==> config.mk <==
export PLATFORM = sky130hd
export DESIGN_NAME = rtcf_reset_seq
export DESIGN_NICKNAME = d
export VERILOG_FILES = /design/src/rtcf_reset_seq.v
export VERILOG_INCLUDE_DIRS = /design/src
export SDC_FILE = /design/constraint.sdc
export NUM_CORES = 1
export LEC_CHECK = 0
export BUFFER_PORTS_ARGS = -buffer_cell sky130_fd_sc_hd__buf_2
export CORE_MARGIN = 2
export CORE_UTILIZATION = 35
export CTS_CLUSTER_DIAMETER = 50
export CTS_CLUSTER_SIZE = 20
export DETAILED_ROUTE_END_ITERATION = 12
export HOLD_SLACK_MARGIN = 0.1
export SYNTH_ARGS = -nofsm -noshare
export SYNTH_HDL_FRONTEND = slang
export SYNTH_SLANG_ARGS = --single-unit
==> constraint.sdc <==
create_clock -name i_sys_clk -period 4.8 [get_ports i_sys_clk]
set_input_delay 0.24 -clock i_sys_clk [delete_from_list [all_inputs] [get_ports i_sys_clk]]
set_output_delay 0.24 -clock i_sys_clk [all_outputs]
set_load 0.02 [all_outputs]
==> src/rtcf_map.vh <==
// Register map, field positions, reset values and timing constants of the reset sequencer.
`ifndef RTCF_MAP_VH
`define RTCF_MAP_VH

// ----------------------------------------
// Register indices (byte address is index times four)
// ----------------------------------------
`define RTCF_IDX_CORE_STATUS 12'h083
`define RTCF_IDX_POWER_CTRL 12'h08E
`define RTCF_IDX_SEQ_STATE 12'h090
`define RTCF_ADDR_LSB 2

// ----------------------------------------
// Field positions
// ----------------------------------------
`define RTCF_BIT_TIMEOUT 4
`define RTCF_BIT_POWERDOWN 3
`define RTCF_BIT_POWER_ON 1
`define RTCF_BIT_BROWN_OUT 0

// ----------------------------------------
// Reset values of the flags
// ----------------------------------------
`define RTCF_RST_TIMEOUT 1'b1
`define RTCF_RST_POWERDOWN 1'b1
`define RTCF_RST_POWER_ON 1'b0
`define RTCF_RST_BROWN_OUT 1'b0

// ----------------------------------------
// Oscillator modes
// ----------------------------------------
`define RTCF_OSC_LP 2'h0
`define RTCF_OSC_XT 2'h1
`define RTCF_OSC_HS 2'h2
`define RTCF_OSC_RC 2'h3

// ----------------------------------------
// Timing
// ----------------------------------------
`define RTCF_CLK_MHZ 250
`define RTCF_POWER_UP_DELAY_TIMER_MS 72
`define RTCF_POWER_UP_DELAY_TIMER_CYCLES (`RTCF_POWER_UP_DELAY_TIMER_MS * 1000 * `RTCF_CLK_MHZ)
`define RTCF_OST_CYCLES 1024

// ----------------------------------------
// Bus responses
// ----------------------------------------
`define RTCF_RESP_OKAY 2'h0
`define RTCF_RESP_SLVERR 2'h2

`endif

==> src/rtcf_reset_seq.v <==
// Reset sequencer with reset-cause flags, watchdog and AXI4-Lite register slave.
//
// The AXI4-Lite interface to the registers was chosen for this implementation.
`timescale 1ns/1ps
`include "rtcf_map.vh"


module rtcf_reset_seq #(
	parameter CNT_W = 25,
	parameter [CNT_W-1:0] POWER_UP_DELAY_TIMER_CYCLES = `RTCF_POWER_UP_DELAY_TIMER_CYCLES,
	parameter [CNT_W-1:0] OST_CYCLES = `RTCF_OST_CYCLES,
	parameter WDT_PRE_W = 7,
	parameter WDT_CNT_W = 8
) (
	// Clock and power-on reset.
	input wire i_sys_clk,
	input wire i_rst,
	// Supply monitor, pin and configuration word.
	input wire i_brown_out,
	input wire i_master_clear_n,
	input wire i_power_up_timer_enable_n,
	input wire i_brown_out_detect_enable,
	input wire i_watchdog_enable,
	input wire [1:0] i_osc_mode,
	// Core events and the watchdog RC oscillator tick.
	input wire i_watchdog_clear_instruction,
	input wire i_sleep_instruction,
	input wire i_wake_interrupt,
	input wire i_watchdog_rc_tick,
	// Sequencer outputs.
	output reg o_core_reset,
	output reg o_sleeping,
	output reg o_watchdog_timeout,
	// AXI4-Lite write channels.
	input wire [13:0] i_awaddr,
	input wire i_awvalid,
	output reg o_awready,
	input wire [31:0] i_wdata,
	input wire [3:0] i_wstrb,
	input wire i_wvalid,
	output reg o_wready,
	output reg [1:0] o_bresp,
	output reg o_bvalid,
	input wire i_bready,
	// AXI4-Lite read channels.
	input wire [13:0] i_araddr,
	input wire i_arvalid,
	output reg o_arready,
	output reg [31:0] o_rdata,
	output reg [1:0] o_rresp,
	output reg o_rvalid,
	input wire i_rready
);

	// ----------------------------------------
	// States
	// ----------------------------------------
	localparam [6:0] ST_START = 7'b0000001;
	localparam [6:0] ST_POWER_UP_DELAY_TIMER = 7'b0000010;
	localparam [6:0] ST_OST = 7'b0000100;
	localparam [6:0] ST_BOR = 7'b0001000;
	localparam [6:0] ST_RUN = 7'b0010000;
	localparam [6:0] ST_SLEEP = 7'b0100000;
	localparam [6:0] ST_WAKE = 7'b1000000;
	localparam [CNT_W-1:0] CNT_ONE = 1;
	localparam [CNT_W-1:0] CNT_ZERO = 0;

	reg [6:0] state;
	reg [CNT_W-1:0] count;
	reg [6:0] next_state;
	reg [CNT_W-1:0] next_count;
	reg timeout_flag;
	reg powerdown_flag;
	reg power_on_flag;
	reg brown_out_flag;
	reg [WDT_PRE_W-1:0] wdt_pre;
	reg [WDT_CNT_W-1:0] wdt_cnt;
	wire crystal;
	wire brown_evt;
	wire in_reset;
	wire [CNT_W-1:0] ost_load;

	// Brown-out is only heeded while the detector is enabled.
	assign brown_evt = i_brown_out & i_brown_out_detect_enable;
	assign crystal = (i_osc_mode != `RTCF_OSC_RC);
	// RC mode has no start-up timer; a single cycle still pulses reset.
	assign ost_load = crystal ? OST_CYCLES : CNT_ONE;
	assign in_reset = (state == ST_START) | (state == ST_POWER_UP_DELAY_TIMER) | (state == ST_OST) | (state == ST_BOR);

	// ----------------------------------------
	// Sequencer next state
	// ----------------------------------------

	// The delay counters run whatever master clear does, so a pin held low
	// past expiry leaves nothing to wait for once it is released.
	always @* begin
		next_state = state;
		next_count = (count != CNT_ZERO) ? count - CNT_ONE : CNT_ZERO;
		case (state)
			ST_START: begin
				if (!i_power_up_timer_enable_n) begin
					next_state = ST_POWER_UP_DELAY_TIMER;
					next_count = POWER_UP_DELAY_TIMER_CYCLES;
				end else if (crystal) begin
					next_state = ST_OST;
					next_count = OST_CYCLES;
				end else begin
					next_state = ST_RUN;
				end
			end
			ST_POWER_UP_DELAY_TIMER: begin
				if (brown_evt) begin
					next_state = ST_BOR;
				end else if (count == CNT_ONE) begin
					next_state = crystal ? ST_OST : ST_RUN;
					next_count = crystal ? OST_CYCLES : CNT_ZERO;
				end
			end
			ST_OST: begin
				if (brown_evt) begin
					next_state = ST_BOR;
				end else if (count == CNT_ONE) begin
					next_state = ST_RUN;
				end
			end
			ST_BOR: begin
				// The full delay restarts once the supply recovers.
				if (!brown_evt) begin
					next_state = ST_POWER_UP_DELAY_TIMER;
					next_count = POWER_UP_DELAY_TIMER_CYCLES;
				end
			end
			ST_RUN: begin
				if (brown_evt) begin
					next_state = ST_BOR;
				end else if (o_watchdog_timeout) begin
					next_state = ST_OST;
					next_count = ost_load;
				end else if (i_sleep_instruction && i_master_clear_n) begin
					next_state = ST_SLEEP;
				end
			end
			ST_SLEEP: begin
				if (brown_evt) begin
					next_state = ST_BOR;
				end else if (!i_master_clear_n) begin
					next_state = ST_OST;
					next_count = ost_load;
				end else if (o_watchdog_timeout || i_wake_interrupt) begin
					next_state = crystal ? ST_WAKE : ST_RUN;
					next_count = crystal ? OST_CYCLES : CNT_ZERO;
				end
			end
			ST_WAKE: begin
				if (brown_evt) begin
					next_state = ST_BOR;
				end else if (!i_master_clear_n) begin
					// Reload the count: a partly spent wake count could reach zero and stall.
					next_state = ST_OST;
					next_count = ost_load;
				end else if (count == CNT_ONE) begin
					next_state = ST_RUN;
				end
			end
			default: begin
				next_state = ST_START;
				next_count = CNT_ZERO;
			end
		endcase
	end

	// ----------------------------------------
	// Sequencer registers
	// ----------------------------------------

	// The core reset is released only when the pin is high and the next state is none of power-up delay, start-up or brown-out.
	always @(posedge i_sys_clk or posedge i_rst) begin
		if (i_rst) begin
			state <= ST_START;
			count <= {CNT_W{1'b0}};
			o_core_reset <= 1'b1;
			o_sleeping <= 1'b0;
		end else begin
			state <= next_state;
			count <= next_count;
			o_core_reset <= ~i_master_clear_n | (next_state == ST_POWER_UP_DELAY_TIMER) | (next_state == ST_OST) |
				(next_state == ST_BOR);
			o_sleeping <= (next_state == ST_SLEEP) | (next_state == ST_WAKE);
		end
	end

	// ----------------------------------------
	// Watchdog
	// ----------------------------------------

	// The tick comes from the watchdog's own RC oscillator, so the timeout
	// still fires in sleep while the main core is stopped.
	always @(posedge i_sys_clk or posedge i_rst) begin
		if (i_rst) begin
			wdt_pre <= {WDT_PRE_W{1'b0}};
			wdt_cnt <= {WDT_CNT_W{1'b0}};
			o_watchdog_timeout <= 1'b0;
		end else if (in_reset || !i_watchdog_enable || o_core_reset ||
			(state == ST_RUN && i_watchdog_clear_instruction)) begin
			wdt_pre <= {WDT_PRE_W{1'b0}};
			wdt_cnt <= {WDT_CNT_W{1'b0}};
			o_watchdog_timeout <= 1'b0;
		end else begin
			o_watchdog_timeout <= 1'b0;
			if (i_watchdog_rc_tick) begin
				wdt_pre <= wdt_pre + {{(WDT_PRE_W-1){1'b0}}, 1'b1};
				if (&wdt_pre) begin
					wdt_cnt <= wdt_cnt + {{(WDT_CNT_W-1){1'b0}}, 1'b1};
					o_watchdog_timeout <= &wdt_cnt;
				end
			end
		end
	end

	// ----------------------------------------
	// Bus write side
	// ----------------------------------------
	reg aw_held;
	reg w_held;
	reg [11:0] aw_idx;
	reg [31:0] w_data;
	reg [3:0] w_strb;
	wire wr_do;
	wire power_control_flags_wr;

	assign wr_do = aw_held & w_held & ~o_bvalid;
	assign power_control_flags_wr = wr_do & (aw_idx == `RTCF_IDX_POWER_CTRL) & w_strb[0];

	// Address and data are taken in either order and joined before the write.
	always @(posedge i_sys_clk or posedge i_rst) begin
		if (i_rst) begin
			aw_held <= 1'b0;
			w_held <= 1'b0;
			aw_idx <= 12'h000;
			w_data <= 32'h0000_0000;
			w_strb <= 4'h0;
			o_awready <= 1'b1;
			o_wready <= 1'b1;
			o_bvalid <= 1'b0;
			o_bresp <= `RTCF_RESP_OKAY;
		end else begin
			if (i_awvalid && o_awready) begin
				aw_held <= 1'b1;
				aw_idx <= i_awaddr[13:`RTCF_ADDR_LSB];
				o_awready <= 1'b0;
			end
			if (i_wvalid && o_wready) begin
				w_held <= 1'b1;
				w_data <= i_wdata;
				w_strb <= i_wstrb;
				o_wready <= 1'b0;
			end
			if (wr_do) begin
				aw_held <= 1'b0;
				w_held <= 1'b0;
				o_bvalid <= 1'b1;
				o_bresp <= ((aw_idx == `RTCF_IDX_POWER_CTRL) || (aw_idx == `RTCF_IDX_CORE_STATUS) ||
					(aw_idx == `RTCF_IDX_SEQ_STATE)) ? `RTCF_RESP_OKAY : `RTCF_RESP_SLVERR;
			end
			if (o_bvalid && i_bready) begin
				o_bvalid <= 1'b0;
				o_awready <= 1'b1;
				o_wready <= 1'b1;
			end
		end
	end

	// ----------------------------------------
	// Reset-cause flags
	// ----------------------------------------

	// The async reset is the power-on reset: timeout and power-down set,
	// power-on flag cleared. Hardware clears win over a software write of one.
	always @(posedge i_sys_clk or posedge i_rst) begin
		if (i_rst) begin
			timeout_flag <= `RTCF_RST_TIMEOUT;
			powerdown_flag <= `RTCF_RST_POWERDOWN;
			power_on_flag <= `RTCF_RST_POWER_ON;
			brown_out_flag <= `RTCF_RST_BROWN_OUT;
		end else begin
			// Power-on flag changes only by software after power-on.
			if (power_control_flags_wr) begin
				power_on_flag <= w_data[`RTCF_BIT_POWER_ON];
			end
			if (brown_evt && state != ST_BOR) begin
				brown_out_flag <= 1'b0;
			end else if (power_control_flags_wr) begin
				brown_out_flag <= w_data[`RTCF_BIT_BROWN_OUT];
			end
			// Watchdog events outrank the clear instruction in the same cycle, except in run during a brown-out.
			if (o_watchdog_timeout && state == ST_SLEEP) begin
				timeout_flag <= 1'b0;
				powerdown_flag <= 1'b0;
			end else if (o_watchdog_timeout && state == ST_RUN && !brown_evt) begin
				timeout_flag <= 1'b0;
			end else if (state == ST_RUN && i_watchdog_clear_instruction) begin
				timeout_flag <= 1'b1;
				powerdown_flag <= 1'b1;
			end else if (next_state == ST_SLEEP && state == ST_RUN) begin
				// Sleep entry leaves the pattern a master clear in sleep keeps.
				timeout_flag <= 1'b1;
				powerdown_flag <= 1'b0;
			end
		end
	end

	// ----------------------------------------
	// Bus read side
	// ----------------------------------------
	reg [31:0] rd_word;
	reg rd_hit;

	// Unimplemented bits read as zero; the status word holds only two flags.
	always @* begin
		rd_word = 32'h0000_0000;
		rd_hit = 1'b1;
		case (i_araddr[13:`RTCF_ADDR_LSB])
			`RTCF_IDX_CORE_STATUS: begin
				rd_word[`RTCF_BIT_TIMEOUT] = timeout_flag;
				rd_word[`RTCF_BIT_POWERDOWN] = powerdown_flag;
			end
			`RTCF_IDX_POWER_CTRL: begin
				rd_word[`RTCF_BIT_POWER_ON] = power_on_flag;
				rd_word[`RTCF_BIT_BROWN_OUT] = brown_out_flag;
			end
			`RTCF_IDX_SEQ_STATE: begin
				rd_word[6:0] = state;
				rd_word[7] = o_core_reset;
			end
			default: begin
				rd_hit = 1'b0;
			end
		endcase
	end

	// One read at a time; the answer stands until the master takes it.
	always @(posedge i_sys_clk or posedge i_rst) begin
		if (i_rst) begin
			o_arready <= 1'b1;
			o_rvalid <= 1'b0;
			o_rdata <= 32'h0000_0000;
			o_rresp <= `RTCF_RESP_OKAY;
		end else begin
			if (i_arvalid && o_arready) begin
				o_arready <= 1'b0;
				o_rvalid <= 1'b1;
				o_rdata <= rd_word;
				o_rresp <= rd_hit ? `RTCF_RESP_OKAY : `RTCF_RESP_SLVERR;
			end else if (o_rvalid && i_rready) begin
				o_rvalid <= 1'b0;
				o_arready <= 1'b1;
			end
		end
	end

endmodule // rtcf_reset_seq

==> qor.json <==
{
  "crit_family": "simple AND/OR/NAND/NOR gates",
  "achievable-frequency_ghz": 0.347,
  "number_of_global_route_vias_before_repair": 3635,
  "grt_pass1_wl_um": 17600,
  "relSlewSlack": 0.187,
  "yosysTopAreaCell": "sky130_fd_sc_hd__dfrtp_1",
  "grt_setup_unrepaired": "false",
  "path_max_fanout": 7,
  "r2r-end": "count[17]",
  "post_synth_inst_count": 489,
  "fin_nets": 639,
  "via_per_inst": 5.13,
  "io_pins": 126,
  "crit_end": "count[17]",
  "clock_skew_ps": 8.05,
  "die_height_um": 119,
  "critPathSlowestCell": "sky130_fd_sc_hd__nor3b_1",
  "finalInstanceArea_mm2": 0.00545,
  "setup_total_negative_slack_ps": 0,
  "worst_setup_path_start_kind": "flop",
  "crit_chain": "or3_4 -> or3b_1 -> o31ai_1 -> nand2_1 -> nor3b_1 -> nor3_1",
  "drtAntennaViolNets": 0,
  "grt_start_max_net_pins": 73,
  "worst_slew_pin_slew_ps": 1220,
  "top_reg_cell_synth": "sky130_fd_sc_hd__dfrtp_1",
  "internal_power_mw": 2.06,
  "cts_tree": "yes",
  "die_w_um": 119,
  "dieArea_mm2": 0.0143,
  "timing.reg2reg.setup_slack_ps": 1920,
  "final_layout_size_suffix_gt1_frac": 0.205,
  "htree_num_levels": 3,
  "timing.critical_path.to_type": "flop",
  "clock_sink_count": 86,
  "timing.final.crit_share": 0.600,
  "synth_top_cell_area_share": 0.423,
  "power.density_mw_per_mm2": 622,
  "grt_antenna_before_repair": 0,
  "finalHoldViolations": 0,
  "drv_slew": 0,
  "yosys_warnings": 0,
  "arrival_time_of_the_worst_setup_path_ps": 3060,
  "hold_class": "input port to flop",
  "share_seq_of_total_power": 0.331,
  "synth_async_sr_flop_share": 1.00,
  "hold-path-cell-count": 2,
  "drt_iter0_markers": 300,
  "switching_share": 0.393,
  "synth.top_cells.by_area": "sky130_fd_sc_hd__dfrtp_1 42%, sky130_fd_sc_hd__nor2_1 4.6%, sky130_fd_sc_hd__buf_4 4.2%",
  "p_switching_mw": 1.33,
  "cts.clk_slew.worst_paths_ps": 70,
  "vdd_drop_max_uv": 253,
  "rr_startpoint": "count[11]",
  "worstSkewPairLatency_ps": 340,
  "status": "complete, no violations",
  "worstSetupPathType": "flop to flop",
  "synth-edff-count": 0,
  "synth_area_mm2": 0.00467,
  "power_frac_clock": 0.241,
  "cts_made_buffers": 9,
  "worstPathBufferInverterCount": 0,
  "critPathMaxStageDelay_ps": 760,
  "cts_setup_buffers": 0,
  "global_placer_s_final_weighted_congestion": 0.929,
  "grt.overflow.total": 0,
  "worst_ep_required_time_ps": 4980,
  "vias_after_detailed_routing": 3757,
  "gr-usage-all-layers": 0.153,
  "clock_tree.root_cell": "sky130_fd_sc_hd__clkbuf_16",
  "leakage_nw": 2.48,
  "synthToLayoutAreaGrowth_pct": 16.6,
  "combinationalPowerShare": 0.427,
  "cts_max_path_buffers": 2,
  "detail_route.wl_per_cell_um": 14.7,
  "synth-seq-area-share": 0.463,
  "ys_seq_elements": 86,
  "initial_core_utilization": 0.355,
  "number_of_maximum_capacitance_constraint_violations": 0,
  "placed_cell_areas_mm2": 0.00504,
  "core_mm2": 0.0131,
  "path_length_in_cells_of_the_critical_path": 6,
  "floorplan.rows": 42,
  "drt_wl_total_um": 10800,
  "synth.lib_cells_used.distinct": 62,
  "dp.cells": 711,
  "count_of_buffers_from_port_buffering": 62,
  "final_cells": 733,
  "finalWorstPathRequiredPeriod_ps": 2880,
  "dp_hpwl_um": 7620,
  "setup_viol": 0,
  "mean_cell_area_of_the_mapped_netlist_um2": 9.55,
  "post-route-drc-count": 0,
  "detail_route.first_pass.iterations": 4,
  "timing.critical_path.from": "count[11]",
  "reg2regPathDepth": 6,
  "final_antenna_diode_count": 0
}
==> worst min path at each step <==
stage / startpoint / to / slack [ps]
2_1_floorplan: i_arvalid / o_arready / 300
3_3_place_gp: i_rst / aw_idx[6] / 170
3_5_place_dp: i_rst / aw_idx[7] / 180
4_1_cts: i_awaddr[12] / aw_idx[10] / 120
5_1_grt: i_awaddr[11] / aw_idx[9] / 130
6_report: i_awaddr[12] / aw_idx[10] / 120
==> cell usage after synthesis, types with 5 or more instances <==
cell and count:
sky130_fd_sc_hd__xor2_1 14, sky130_fd_sc_hd__nand3_1 17, sky130_fd_sc_hd__nor2_1 57, sky130_fd_sc_hd__clkbuf_1 14
sky130_fd_sc_hd__ha_1 5, sky130_fd_sc_hd__a211oi_1 6, sky130_fd_sc_hd__dfrtp_1 79, sky130_fd_sc_hd__nand4_1 10
sky130_fd_sc_hd__inv_1 18, sky130_fd_sc_hd__nor4_1 13, sky130_fd_sc_hd__a21oi_1 20, sky130_fd_sc_hd__buf_4 26
sky130_fd_sc_hd__xnor2_1 18, sky130_fd_sc_hd__mux2_2 16, sky130_fd_sc_hd__dfstp_2 7, sky130_fd_sc_hd__o21ai_0 22
sky130_fd_sc_hd__nand2_1 41, sky130_fd_sc_hd__nor3_1 10
==> metrics by stage <==
stage / util / total power, mW / worst slack (ps) / hold WS [ps]
final: 0.414 / 3.39 / 1920 / 124
after global routing: 0.414 / 3.63 / 1560 / 127
after CTS: 0.414 / 3.40 / 1940 / 115
after detailed placement: 0.384 / 2.56 / 1960 / 179
after global placement: 0.384 / 2.53 / 1980 / 172
after floorplan: - / 2.26 / 2200 / 298
==> repair_timing <==
item | 4_1_cts | 5_1_grt
hold buffers | 6 | 0
endpoints found under the hold margin | 18 | 0
gates resized for setup | 0 | 0
==> cells by family (layout without fill, tap and decap cells) <==
group,count (synthesis),after routing,share of synthesized area
XOR/XNOR,32,32,0.0600
flip-flops,86,86,0.463
adder cells (fa/ha/maj),5,5,0.0134
AO/OA/AOI/OAI,90,90,0.126
multiplexers,20,20,0.0472
AND/OR/NAND/NOR,195,195,0.219
other,1,26,0.000803
buffers and inverters,60,103,0.0708
==> power groups by stage <==
stage	clock, mW	sequential (mW)	combinational, mW
floorplan	0	1.09	1.18
global placement	0	1.12	1.41
detailed placement	0	1.13	1.43
CTS	0.831	1.12	1.45
global route	0.858	1.15	1.62
finish	0.817	1.12	1.45
==> layer usage <==
layer	up-vias	track usage	part of all wire
li1	1818	-	-
met1	1829	0.195	0.46
met2	96	0.256	0.48
met3	14	0.0309	0.045
met4	0	0.0588	0.017
met5	-	0	0
==> registers in the layout, indices dropped and copies added (netlist names), 2 cells and up <==
register,cells
count,25
o_rdata,8
wdt_cnt,8
aw_idx,12
w_data,2
state,7
wdt_pre,7
==> cell usage in the layout (no fill, tap or decap), types with 5 or more instances in the layout <==
cell,synthesis,layout
sky130_fd_sc_hd__dfstp_2,7,7
sky130_fd_sc_hd__xnor2_1,18,18
sky130_fd_sc_hd__buf_2,0,62
sky130_fd_sc_hd__nand2_1,41,41
sky130_fd_sc_hd__dfrtp_1,79,79
sky130_fd_sc_hd__clkbuf_16,0,9
sky130_fd_sc_hd__nand3_1,17,17
sky130_fd_sc_hd__mux2_2,16,16
sky130_fd_sc_hd__inv_1,18,17
sky130_fd_sc_hd__dlygate4sd3_1,0,6
sky130_fd_sc_hd__nor3_1,10,10
sky130_fd_sc_hd__o21ai_0,22,22
sky130_fd_sc_hd__a21oi_1,20,20
sky130_fd_sc_hd__xor2_1,14,14
sky130_fd_sc_hd__a211oi_1,6,6
sky130_fd_sc_hd__nand4_1,10,10
sky130_fd_sc_hd__nor4_1,13,13
sky130_fd_sc_hd__conb_1,1,26
sky130_fd_sc_hd__nor2_1,57,57
sky130_fd_sc_hd__ha_1,5,5
==> final cells by class <==
class / instances / area [µm²]
repair buffers: 69 / 378
inverters: 18 / 68.8
well taps: 176 / 220
fillers: 1273 / 7690
clock buffers: 10 / 229
clock inverters: 6 / 118
flip-flops and latches: 86 / 2160
multi-input cells: 368 / 2270
No activity file was read; power rests on OpenSTA's default activity.
